`config.mk`:
```
export PLATFORM = sky130hd
export DESIGN_NAME = uhc_host_ctrl
export DESIGN_NICKNAME = d
export VERILOG_FILES = /design/src/hw/uhc_pkg.sv /design/src/hw/uhc_sync2.sv /design/src/hw/uhc_se0_timer.sv /design/src/hw/uhc_host_ctrl.sv
export SDC_FILE = /design/constraint.sdc
export NUM_CORES = 1
export LEC_CHECK = 0
export BUFFER_PORTS_ARGS = -buffer_cell sky130_fd_sc_hd__buf_2
export CORE_MARGIN = 2
export CORE_UTILIZATION = 58
export CTS_CLUSTER_SIZE = 30
export DETAILED_ROUTE_END_ITERATION = 8
export GPL_TIMING_DRIVEN = 0
export PLACE_DENSITY = 0.75
export SLEW_MARGIN = 20
export SYNTH_ARGS = -nofsm -noshare
export SYNTH_HDL_FRONTEND = slang
export SYNTH_SLANG_ARGS = --single-unit
```
`constraint.sdc`:
```
create_clock -name sys_clk -period 7.6 [get_ports sys_clk]
set_input_delay 0.76 -clock sys_clk [delete_from_list [all_inputs] [get_ports sys_clk]]
set_output_delay 0.76 -clock sys_clk [all_outputs]
set_load 0.03 [all_outputs]
```
`src/hw/uhc_pkg.sv`:
```
// constants, types and register map of the usb host transfer controller
`default_nettype none
package uhc_pkg;
   localparam int unsigned REG_AW = 8;
   localparam int unsigned REG_DW = 16;

   localparam logic [7:0] OFF_MAIN_CTRL = 8'h00;
   localparam logic [7:0] OFF_OTG_CTRL  = 8'h04;
   localparam logic [7:0] OFF_EP0_CTRL  = 8'h08;
   localparam logic [7:0] OFF_TGT_ADDR  = 8'h0C;
   localparam logic [7:0] OFF_TOKEN     = 8'h10;
   localparam logic [7:0] OFF_IRQ_FLAGS = 8'h14;
   localparam logic [7:0] OFF_BD_CTRL   = 8'h18;
   localparam logic [7:0] OFF_BD_DATA   = 8'h1C;
   localparam logic [7:0] OFF_STATUS    = 8'h20;

   localparam int unsigned MAIN_HOST_EN = 3;
   localparam int unsigned OTG_DP_PU    = 7;
   localparam int unsigned OTG_DM_PU    = 6;
   localparam int unsigned OTG_DP_PD    = 5;
   localparam int unsigned OTG_DM_PD    = 4;
   localparam int unsigned OTG_VBUS_ON  = 3;
   localparam int unsigned OTG_EN       = 2;
   localparam int unsigned OTG_VBUS_DIS = 0;
   localparam int unsigned EP0_LOW_SPEED_SELECT     = 7;
   localparam int unsigned EP0_NAK_RETRY_DISABLE = 6;
   localparam int unsigned IRQ_DETACH   = 0;
   localparam int unsigned IRQ_TRN_DONE = 3;
   localparam int unsigned IRQ_STALL    = 7;
   localparam int unsigned BD_OWN       = 15;
   localparam int unsigned BD_DATA01    = 14;
   localparam int unsigned BD_PID_LSB   = 10;
   localparam int unsigned BD_CNT_W     = 7;

   localparam logic [7:0] MAIN_RESET = 8'h00;
   localparam logic [7:0] OTG_RESET  = 8'h00;
   localparam logic [7:0] EP0_RESET  = 8'h00;

   localparam logic [3:0] PID_OUT   = 4'h1;
   localparam logic [3:0] PID_SETUP = 4'hD;
   localparam logic [3:0] PID_DATA0 = 4'h3;
   localparam logic [3:0] PID_DATA1 = 4'hB;
   localparam logic [3:0] PID_ACK   = 4'h2;
   localparam logic [3:0] PID_NAK   = 4'hA;
   localparam logic [3:0] PID_STALL = 4'hE;
   localparam logic [3:0] PID_ERR   = 4'hF;

   localparam int unsigned MAX_BD_BYTES   = 64;
   localparam int unsigned CLK_PERIOD_NS  = 100;
   localparam int unsigned SE0_DETACH_NS  = 2500;
   localparam int unsigned SE0_DETACH_CYC = SE0_DETACH_NS / CLK_PERIOD_NS;
   localparam int unsigned HS_TIMEOUT_CYC = 32;

   typedef enum logic [1:0] {ST_IDLE, ST_TOKEN, ST_DATA, ST_WAIT_HS} uhc_state_e;

   typedef struct packed {
      logic       valid;
      logic [7:0] data;
      logic       last;
   } uhc_tx_s;

   typedef struct packed {
      logic       valid;
      logic [3:0] pid;
   } uhc_hs_s;
endpackage : uhc_pkg
`default_nettype wire

```
`src/hw/uhc_sync2.sv`:
```
// two-flop synchroniser for pin inputs
`timescale 1ns/10ps
`default_nettype none
module uhc_sync2 #(
   parameter int unsigned W = 1
) (
   input  wire logic         sys_clk, // system clock
   input  wire logic         rst_n,   // async reset, active low
   input  wire logic         ce,      // clock enable
   input  wire logic [W-1:0] d,       // asynchronous input
   output var  logic [W-1:0] q        // synchronised output
);
   logic [W-1:0] meta_q;

   always_ff @(posedge sys_clk or negedge rst_n) begin
      if (!rst_n) begin
         meta_q <= '0;
         q      <= '0;
      end else if (ce) begin
         meta_q <= d;
         q      <= meta_q;
      end
   end
endmodule : uhc_sync2
`default_nettype wire

```
`src/hw/uhc_se0_timer.sv`:
```
// detach detector: flags se0 lasting longer than the detach time
`timescale 1ns/10ps
`default_nettype none
module uhc_se0_timer
   import uhc_pkg::*;
#(
   parameter int unsigned LIMIT_CYC = SE0_DETACH_CYC
) (
   input  wire logic sys_clk, // system clock
   input  wire logic rst_n,   // async reset, active low
   input  wire logic ce,      // clock enable
   input  wire logic enable,  // host mode active
   input  wire logic se0,     // synchronised se0 level
   output var  logic detach   // one-cycle detach pulse
);
   localparam int unsigned CW = $clog2(LIMIT_CYC + 2);
   localparam logic [CW-1:0] LIMIT = CW'(LIMIT_CYC);
   logic [CW-1:0] cnt_q;

   // counter saturates above the limit so one long se0 gives one pulse
   always_ff @(posedge sys_clk or negedge rst_n) begin
      if (!rst_n) begin
         cnt_q  <= '0;
         detach <= 1'b0;
      end else if (ce) begin
         detach <= enable && se0 && (cnt_q == LIMIT);
         if (!enable || !se0) begin
            cnt_q <= '0;
         end else if (cnt_q <= LIMIT) begin
            cnt_q <= cnt_q + 1'b1;
         end
      end
   end

   se0_long_a: assert property (@(posedge sys_clk) disable iff (!rst_n)
      ce && detach |-> $past(se0) && $past(cnt_q) == LIMIT)
      else $error("detach pulse without long se0");
endmodule : uhc_se0_timer
`default_nettype wire

```
`src/hw/uhc_host_ctrl.sv`:
```
// host and otg transfer control of a full-speed usb module
//
// Chosen here: the address map and the plain strobed port.
`timescale 1ns/10ps
`default_nettype none
module uhc_host_ctrl
   import uhc_pkg::*;
#(
   parameter int unsigned HS_TIMEOUT = HS_TIMEOUT_CYC
) (
   input  wire logic              sys_clk,                // system clock, 10 MHz
   input  wire logic              rst_n,                  // async reset, active low
   input  wire logic              ce,                     // clock enable, freezes state
   input  wire logic [REG_AW-1:0] reg_addr,               // register byte address
   input  wire logic [REG_DW-1:0] reg_wdata,              // register write data
   input  wire logic              reg_wr,                 // write strobe
   input  wire logic              reg_rd,                 // read strobe
   output var  logic [REG_DW-1:0] reg_rdata,              // read data, cycle after strobe
   output var  uhc_tx_s           tx,                     // byte stream to serialiser
   input  wire logic              tx_ready,               // serialiser takes byte
   input  wire uhc_hs_s           hs,                     // handshake from receiver
   input  wire logic              dp_pin,                 // D+ line level
   input  wire logic              dm_pin,                 // D- line level
   output var  logic              dplus_pulldown_enable,  // D+ pull-down on
   output var  logic              dminus_pulldown_enable, // D- pull-down on
   output var  logic              dplus_pullup_enable,    // D+ pull-up on
   output var  logic              dminus_pullup_enable,   // D- pull-up on
   output var  logic              vbus_power_request,     // ask supply for vbus
   output var  logic              vbus_discharge,         // vbus discharge resistor on
   output var  logic              low_speed_select,       // serialiser at low speed
   output var  logic              transfer_done_flag      // mirror of done flag
);
   logic [7:0]          main_ctrl_q;
   logic [7:0]          otg_q;
   logic [7:0]          ep0_q;
   logic [6:0]          addr_q;
   logic [7:0]          tok_q;
   logic [7:0]          irq_q;
   logic                bd_own_q;
   logic                bd_data01_q;
   logic [3:0]          bd_pid_q;
   logic [BD_CNT_W-1:0] bd_cnt_q;
   logic [7:0]          buf_q [MAX_BD_BYTES];
   logic [5:0]          wptr_q;
   uhc_state_e          state_q;
   logic [BD_CNT_W-1:0] idx_q;
   logic [6:0]          tok_addr_q;
   logic [3:0]          tok_ep_q;
   logic [3:0]          tok_pid_q;
   logic [7:0]          hs_timer_q;
   logic [1:0]          pins_s;
   logic                detach_evt;
   logic                se0;
   logic                wr_main, wr_otg, wr_ep0, wr_addr, wr_tok, wr_irq, wr_bd, wr_data;
   logic                host_en, launch, fire, hs_take, timeout, finish, nak_retry;
   logic [3:0]          finish_pid;
   logic [REG_DW-1:0]   rd_mux;

   localparam logic [7:0] HS_LIMIT = 8'(HS_TIMEOUT);

   uhc_sync2 #(.W(2)) u_pin_sync (
      .sys_clk (sys_clk),
      .rst_n   (rst_n),
      .ce      (ce),
      .d       ({dp_pin, dm_pin}),
      .q       (pins_s)
   );

   assign se0 = !pins_s[1] && !pins_s[0];

   uhc_se0_timer #(.LIMIT_CYC(SE0_DETACH_CYC)) u_se0 (
      .sys_clk (sys_clk),
      .rst_n   (rst_n),
      .ce      (ce),
      .enable  (host_en),
      .se0     (se0),
      .detach  (detach_evt)
   );

   // register decode
   always_comb begin
      wr_main = reg_wr && reg_addr == OFF_MAIN_CTRL;
      wr_otg  = reg_wr && reg_addr == OFF_OTG_CTRL;
      wr_ep0  = reg_wr && reg_addr == OFF_EP0_CTRL;
      wr_addr = reg_wr && reg_addr == OFF_TGT_ADDR;
      wr_tok  = reg_wr && reg_addr == OFF_TOKEN;
      wr_irq  = reg_wr && reg_addr == OFF_IRQ_FLAGS;
      // descriptor is locked while a transfer runs
      wr_bd   = reg_wr && reg_addr == OFF_BD_CTRL && state_q == ST_IDLE;
      wr_data = reg_wr && reg_addr == OFF_BD_DATA && state_q == ST_IDLE;
   end

   // transfer control terms
   always_comb begin
      host_en   = main_ctrl_q[MAIN_HOST_EN];
      launch    = wr_tok && state_q == ST_IDLE && host_en && bd_own_q
                  && (reg_wdata[7:4] == PID_OUT || reg_wdata[7:4] == PID_SETUP);
      fire      = tx.valid && tx_ready;
      hs_take   = state_q == ST_WAIT_HS && hs.valid;
      timeout   = state_q == ST_WAIT_HS && !hs.valid && hs_timer_q == HS_LIMIT;
      nak_retry = hs_take && hs.pid == PID_NAK && !ep0_q[EP0_NAK_RETRY_DISABLE];
      finish    = (hs_take && !nak_retry) || timeout;
      finish_pid = timeout ? PID_ERR : hs.pid;
   end

   always_ff @(posedge sys_clk or negedge rst_n) begin
      if (!rst_n) begin
         main_ctrl_q <= MAIN_RESET;
         otg_q       <= OTG_RESET;
         ep0_q       <= EP0_RESET;
         addr_q      <= '0;
         tok_q       <= '0;
      end else if (ce) begin
         if (wr_main) main_ctrl_q <= reg_wdata[7:0] & (8'h01 << MAIN_HOST_EN);
         if (wr_otg)  otg_q <= reg_wdata[7:0] & 8'hFD;
         if (wr_ep0)  ep0_q <= reg_wdata[7:0];
         if (wr_addr) addr_q <= reg_wdata[6:0];
         if (wr_tok)  tok_q <= reg_wdata[7:0];
      end
   end

   // sticky flags: write one to clear, a new event wins over the clear
   always_ff @(posedge sys_clk or negedge rst_n) begin
      if (!rst_n) begin
         irq_q <= '0;
      end else if (ce) begin
         irq_q <= (irq_q & ~(wr_irq ? reg_wdata[7:0] : 8'h00))
                  | ({7'h00, detach_evt} << IRQ_DETACH)
                  | ({7'h00, finish} << IRQ_TRN_DONE)
                  | ({7'h00, finish && finish_pid == PID_STALL} << IRQ_STALL);
      end
   end

   // buffer descriptor and its data bytes
   always_ff @(posedge sys_clk or negedge rst_n) begin
      if (!rst_n) begin
         bd_own_q    <= 1'b0;
         bd_data01_q <= 1'b0;
         bd_pid_q    <= '0;
         bd_cnt_q    <= '0;
         wptr_q      <= '0;
      end else if (ce) begin
         if (wr_bd) begin
            bd_own_q    <= reg_wdata[BD_OWN];
            bd_data01_q <= reg_wdata[BD_DATA01];
            // counts above the buffer size are clipped to it
            bd_cnt_q    <= (reg_wdata[BD_CNT_W-1:0] > BD_CNT_W'(MAX_BD_BYTES))
                           ? BD_CNT_W'(MAX_BD_BYTES) : reg_wdata[BD_CNT_W-1:0];
            wptr_q      <= '0;
         end else if (wr_data && wptr_q != 6'h3F) begin
            wptr_q <= wptr_q + 1'b1;
         end
         if (finish) begin
            bd_own_q <= 1'b0;
            bd_pid_q <= finish_pid;
         end
      end
   end

   always_ff @(posedge sys_clk) begin
      if (ce && wr_data) begin
         buf_q[wptr_q] <= reg_wdata[7:0];
      end
   end

   // transmit sequencing: token bytes, data pid, data bytes, then wait
   always_ff @(posedge sys_clk or negedge rst_n) begin
      if (!rst_n) begin
         state_q    <= ST_IDLE;
         idx_q      <= '0;
         tx         <= '0;
         tok_addr_q <= '0;
         tok_ep_q   <= '0;
         tok_pid_q  <= '0;
         hs_timer_q <= '0;
      end else if (ce) begin
         unique case (state_q)
            ST_IDLE: begin
               if (launch) begin
                  tok_pid_q  <= reg_wdata[7:4];
                  tok_ep_q   <= reg_wdata[3:0];
                  tok_addr_q <= addr_q;
                  state_q    <= ST_TOKEN;
                  idx_q      <= '0;
                  tx         <= '{valid: 1'b1, data: {~reg_wdata[7:4], reg_wdata[7:4]}, last: 1'b0};
               end
            end
            ST_TOKEN: begin
               if (fire) begin
                  if (idx_q == BD_CNT_W'(0)) begin
                     tx.data <= {tok_ep_q[0], tok_addr_q};
                     idx_q   <= idx_q + 1'b1;
                  end else if (idx_q == BD_CNT_W'(1)) begin
                     tx.data <= {5'h00, tok_ep_q[3:1]};
                     tx.last <= 1'b1;
                     idx_q   <= idx_q + 1'b1;
                  end else begin
                     state_q <= ST_DATA;
                     idx_q   <= '0;
                     tx.data <= bd_data01_q ? {~PID_DATA1, PID_DATA1} : {~PID_DATA0, PID_DATA0};
                     tx.last <= bd_cnt_q == '0;
                  end
               end
            end
            ST_DATA: begin
               if (fire) begin
                  if (tx.last) begin
                     state_q    <= ST_WAIT_HS;
                     tx         <= '0;
                     hs_timer_q <= '0;
                  end else begin
                     tx.data <= buf_q[idx_q[5:0]];
                     tx.last <= (idx_q + 1'b1) == bd_cnt_q;
                     idx_q   <= idx_q + 1'b1;
                  end
               end
            end
            ST_WAIT_HS: begin
               hs_timer_q <= hs_timer_q + 1'b1;
               if (nak_retry) begin
                  // resend the same token and data
                  state_q <= ST_TOKEN;
                  idx_q   <= '0;
                  tx      <= '{valid: 1'b1, data: {~tok_pid_q, tok_pid_q}, last: 1'b0};
               end else if (finish) begin
                  state_q <= ST_IDLE;
               end
            end
         endcase
      end
   end

   // pin controls; a one-cycle lag behind the register is harmless at setup
   always_ff @(posedge sys_clk or negedge rst_n) begin
      if (!rst_n) begin
         dplus_pulldown_enable  <= 1'b0;
         dminus_pulldown_enable <= 1'b0;
         dplus_pullup_enable    <= 1'b0;
         dminus_pullup_enable   <= 1'b0;
         vbus_power_request     <= 1'b0;
         vbus_discharge         <= 1'b0;
         low_speed_select       <= 1'b0;
         transfer_done_flag     <= 1'b0;
      end else if (ce) begin
         if (otg_q[OTG_EN]) begin
            dplus_pulldown_enable  <= otg_q[OTG_DP_PD];
            dminus_pulldown_enable <= otg_q[OTG_DM_PD];
         end else begin
            dplus_pulldown_enable  <= host_en;
            dminus_pulldown_enable <= host_en;
         end
         dplus_pullup_enable  <= otg_q[OTG_DP_PU];
         dminus_pullup_enable <= otg_q[OTG_DM_PU];
         vbus_power_request   <= otg_q[OTG_VBUS_ON];
         vbus_discharge       <= otg_q[OTG_VBUS_DIS];
         low_speed_select     <= ep0_q[EP0_LOW_SPEED_SELECT];
         transfer_done_flag   <= irq_q[IRQ_TRN_DONE];
      end
   end

   always_comb begin
      rd_mux = '0;
      unique case (reg_addr)
         OFF_MAIN_CTRL: rd_mux = {8'h00, main_ctrl_q};
         OFF_OTG_CTRL:  rd_mux = {8'h00, otg_q};
         OFF_EP0_CTRL:  rd_mux = {8'h00, ep0_q};
         OFF_TGT_ADDR:  rd_mux = {9'h000, addr_q};
         OFF_TOKEN:     rd_mux = {8'h00, tok_q};
         OFF_IRQ_FLAGS: rd_mux = {8'h00, irq_q};
         OFF_BD_CTRL:   rd_mux = {bd_own_q, bd_data01_q, bd_pid_q, 3'h0, bd_cnt_q};
         OFF_STATUS:    rd_mux = {10'h000, pins_s, se0, host_en, state_q};
         default:       rd_mux = '0;
      endcase
   end

   always_ff @(posedge sys_clk or negedge rst_n) begin
      if (!rst_n) begin
         reg_rdata <= '0;
      end else if (ce) begin
         reg_rdata <= reg_rd ? rd_mux : '0;
      end
   end

   pulldown_host_a: assert property (@(posedge sys_clk) disable iff (!rst_n)
      ce && !otg_q[OTG_EN] && host_en |=> dplus_pulldown_enable && dminus_pulldown_enable)
      else $error("host pull-downs not engaged");

   pulldown_otg_a: assert property (@(posedge sys_clk) disable iff (!rst_n)
      ce && otg_q[OTG_EN] |=> dplus_pulldown_enable == $past(otg_q[OTG_DP_PD])
                              && dminus_pulldown_enable == $past(otg_q[OTG_DM_PD]))
      else $error("otg pull-downs not following their bits");

   speed_select_a: assert property (@(posedge sys_clk) disable iff (!rst_n)
      ce |=> low_speed_select == $past(ep0_q[EP0_LOW_SPEED_SELECT]))
      else $error("low speed output does not follow control");

   nak_retry_a: assert property (@(posedge sys_clk) disable iff (!rst_n)
      ce && hs_take && hs.pid == PID_NAK && !ep0_q[EP0_NAK_RETRY_DISABLE]
      |=> state_q == ST_TOKEN && bd_own_q && tx.valid && !irq_q[IRQ_TRN_DONE] || $past(irq_q[IRQ_TRN_DONE]))
      else $error("nak not retried");

   token_addr_a: assert property (@(posedge sys_clk) disable iff (!rst_n)
      state_q == ST_TOKEN && tx.valid && idx_q == BD_CNT_W'(1) |-> tx.data[6:0] == tok_addr_q)
      else $error("token carries wrong address");

   token_start_a: assert property (@(posedge sys_clk) disable iff (!rst_n)
      ce && launch |=> state_q == ST_TOKEN && tx.valid && tx.data[3:0] == $past(reg_wdata[7:4]))
      else $error("token write did not start transmit");

   done_return_a: assert property (@(posedge sys_clk) disable iff (!rst_n)
      ce && finish |=> !bd_own_q && irq_q[IRQ_TRN_DONE] && state_q == ST_IDLE)
      else $error("completion not reported");

   pid_writeback_a: assert property (@(posedge sys_clk) disable iff (!rst_n)
      ce && finish |=> bd_pid_q == $past(finish_pid))
      else $error("handshake not written to descriptor");

   vbus_off_a: assert property (@(posedge sys_clk) disable iff (!rst_n)
      ce && !otg_q[OTG_VBUS_ON] |=> !vbus_power_request)
      else $error("vbus request still on");

   flag_sticky_a: assert property (@(posedge sys_clk) disable iff (!rst_n)
      ce && irq_q[IRQ_DETACH] && !(wr_irq && reg_wdata[IRQ_DETACH]) |=> irq_q[IRQ_DETACH])
      else $error("detach flag lost");
endmodule : uhc_host_ctrl
`default_nettype wire

```
==> impl_metrics.json <==
{
  "slew_headroom": 0.2691,
  "grt_pass1_vias": 15720,
  "drtAntennaViolNets": 0,
  "switchingPower_uw": 2521,
  "period_minus_slack_ns": 4.048,
  "vdd_ir_drop_max_uv": 252.5,
  "multiInputGateArea_um2": 7542,
  "r2r_end": "tx[1]$_DFFE_PN0P_",
  "vias_per_cell": 6.649,
  "clock_skew_ns": 0.02209,
  "leakagePower_uw": 0.01048,
  "register_area_um2": 18680,
  "portBuffers": 60,
  "final.fill_count": 3091,
  "stdcell_count": 2399,
  "dieHeight_um": 219.2,
  "dieWidth_um": 219.2,
  "final_cell_mix": "edfxtp_1 (512), dfrtp_1 (132), nor2_1 (125)",
  "r2r-start": "idx_q[1]$_DFFE_PN0P_",
  "synth_cell_type_count": 82,
  "ios": 71,
  "switching_share": 0.2873,
  "ys_seq_area_frac": 0.6955,
  "combPwrFrac": 0.211,
  "wl_um": 68660,
  "r2r_slack_ns": 3.55,
  "grt.overflow.total": 0,
  "path_max_fanout": 11,
  "drive_above_1_share": 0.2079,
  "max_cap_viol_count": 0,
  "tightest_slew_ns": 1.092,
  "critical_path_class": "flip-flop to flip-flop",
  "crit_start": "idx_q[1]$_DFFE_PN0P_",
  "ctsResizeCount": 0,
  "clkTransAtPathRegs_ns": 0.07,
  "arrival_ns": 4.53,
  "layout_commonest_cell": "edfxtp_1",
  "power.internal_uw": 6254,
  "drc_errors": 0,
  "antennaDiodeCount": 0,
  "hold_class": "primary input to async pin",
  "dr.pass1.iters": 6,
  "post_drt_wl_per_cell_um": 28.62,
  "core_area_um2": 45580,
  "grt_pass1_wl_um": 100900,
  "syn_area_um2": 26860,
  "p_seq_frac": 0.451,
  "finalSetupTns_ns": 0,
  "endpoint": "tx[1]$_DFFE_PN0P_",
  "syn_inst": 1624,
  "h-tree-depth": 2,
  "dr.first_iter.drc_count": 2073,
  "fin_crit_sh": 0.5326,
  "ctsHoldBuffers": 0,
  "dpl.hpwl_um": 43360,
  "cts_tree": "done",
  "hold_viol_final": 0,
  "worst_ep_required_time_ns": 8.08,
  "insertion_delay_ns": 0.63,
  "reg2regPathDepth": 10,
  "postCtsSetupBuffers": 0,
  "grt_antenna_before_repair": 1,
  "setup_viol": 0,
  "cts_made_buffers": 61,
  "via_count": 15950,
  "ys.warnings.count": 0,
  "yosys_most_used_dff": "edfxtp_1",
  "die-area_um2": 48040,
  "rsz0062_at_grt": "false",
  "power.share.clock": 0.338,
  "synth_async_sr_flop_share": 0.2050,
  "synth-seq-cells": 644,
  "nNetsFinal": 1800,
  "slew_viol_final": 0,
  "synth_edf_count": 512,
  "cp-end-kind": "flip-flop",
  "status": "completed",
  "max_freq_mhz": 247.0,
  "gp_congestion": 0.9007,
  "start_util": 0.5893,
  "placed_cells": 2286,
  "start_kind": "flip-flop",
  "grt_max_degree": 82,
  "area_growth_pct": 11.29,
  "syn_avg_cell_area_um2": 16.54,
  "rows": 78,
  "cts_sinks": 644,
  "globalRouteTotalUtil": 0.2925,
  "cts-root-buf": "clkbuf_16",
  "pwr_density_cell_nw_per_um2": 293.6,
  "cts.path.max_buffers": 3
}
Yosys cell counts, types with 5 or more instances:
cell       count  share of area
edfxtp_1     512           0.57
inv_1         17         0.0024
mux2_2        55          0.023
a22oi_1       15         0.0042
mux2i_1      103          0.038
a21oi_1       31         0.0058
buf_8          5         0.0028
xor2_1        12         0.0039
xnor2_1        9         0.0029
and2_1         7         0.0016
a211oi_1      10         0.0028
mux4_2        94          0.079
a221oi_1      17         0.0055
mux4_1         6         0.0059
o211ai_1       5         0.0014
clkbuf_1      37         0.0052
a21boi_0       5         0.0014
nand4_1       11         0.0026
and3_1        12         0.0028
o2bb2ai_1     15         0.0049
nand2b_1      12         0.0028
nor2_1       125          0.017
nor2b_1       11         0.0026
a22o_1        15         0.0049
o2111ai_1      8         0.0026
o21ai_0       43         0.0080
buf_2         18         0.0034
buf_4         10         0.0028
dfrtp_1      132           0.12
a31oi_1       14         0.0033
ha_1          14         0.0065
nand2_1      114          0.016
nor3_1        12         0.0022
nand3_1       25         0.0047
buf_6         14         0.0059
worst min-delay path by stage:
stage | to | slack [ns] | from
6_report | reg_rdata[2]$_DFFE_PN0P_ | 0.11 | rst_n
3_5_place_dp | bd_pid_q[0]$_DFFE_PN0P_ | 0.47 | bd_pid_q[0]$_DFFE_PN0P_
4_1_cts | u_pin_sync.meta_q[1]$_DFFE_PN0P_ | 0.14 | rst_n
5_1_grt | reg_rdata[5]$_DFFE_PN0P_ | 0.16 | rst_n
2_1_floorplan | irq_q[7]$_DFFE_PN0P_ | 0.44 | irq_q[7]$_DFFE_PN0P_
3_3_place_gp | bd_pid_q[2]$_DFFE_PN0P_ | 0.46 | bd_pid_q[2]$_DFFE_PN0P_
layout make-up:
type	instances	share of cell area
Buffer	89	0.01892
Clock buffer	74	0.05375
Clock inverter	39	0.01047
Inverter	20	0.002512
Multi-Input combinational cell	872	0.2523
Sequential cell	644	0.6249
Tap cell	600	0.02512
Timing Repair Buffer	61	0.01197
worst max-delay path, cell delays in order, from the launching register on:
cell,delay (ns)
dfrtp_1,0.40
clkinv_1,0.28
buf_2,0.41
clkbuf_1,0.55
clkbuf_1,0.71
ha_1,0.33
and3_1,0.25
nand2_1,0.10
o221a_2,0.26
a2111oi_0,0.46
a31oi_1,0.15
cells by family (layout without fill, tap and decap cells):
group                    after synthesis  after routing  synth area share
adder cells (fa/ha/maj)               14             14          0.006522
flip-flops                           644            644            0.6955
other                                  1              2         0.0001396
buffers and inverters                109            283           0.02385
multiplexers                         258            258            0.1461
XOR/XNOR                              21             21          0.006848
AO/OA/AOI/OAI                        213            213           0.05614
AND/OR/NAND/NOR                      364            364           0.06490
routing by layer:
metal | up-vias | global-route usage | share of wire | wire length, µm
li1 | 6609 | - | - | -
met5 | - | 0 | 0.00019 | 13
met4 | 2 | 0.1077 | 0.040 | 2742
met3 | 191 | 0.07360 | 0.11 | 7580
met1 | 8114 | 0.3992 | 0.38 | 26040
met2 | 1035 | 0.4610 | 0.47 | 32290
stage by stage:
step             util  worst slack (ns)  cell area, µm²  hold WS (ns)  power, µW
2_1_floorplan       -             4.890           26860        0.4416       5238
3_3_place_gp   0.6124             3.586           27910        0.4617       5817
3_5_place_dp   0.6137             3.507           27970        0.4707       5849
4_1_cts        0.6558             3.694           29890        0.1356       8763
5_1_grt        0.6558             3.424           29890        0.1552       9029
6_report       0.6558             3.552           29890        0.1130       8776
registers in the layout (all words and copies together), names as in the netlist, 8 cells and up:
name / flops
ep0_q: 8
irq_q: 8
reg_rdata: 14
hs_timer_q: 8
tok_q: 8
buf_q: 512
tx: 10
power groups by stage:
stage | logic [µW] | registers, µW | clock network (µW)
2_1_floorplan | 1180 | 4060 | 0
3_3_place_gp | 1790 | 4030 | 0
3_5_place_dp | 1820 | 4030 | 0
4_1_cts | 1830 | 3960 | 2970
5_1_grt | 1950 | 3960 | 3120
6_report | 1850 | 3960 | 2970
Power figures use the tool's default switching activity.
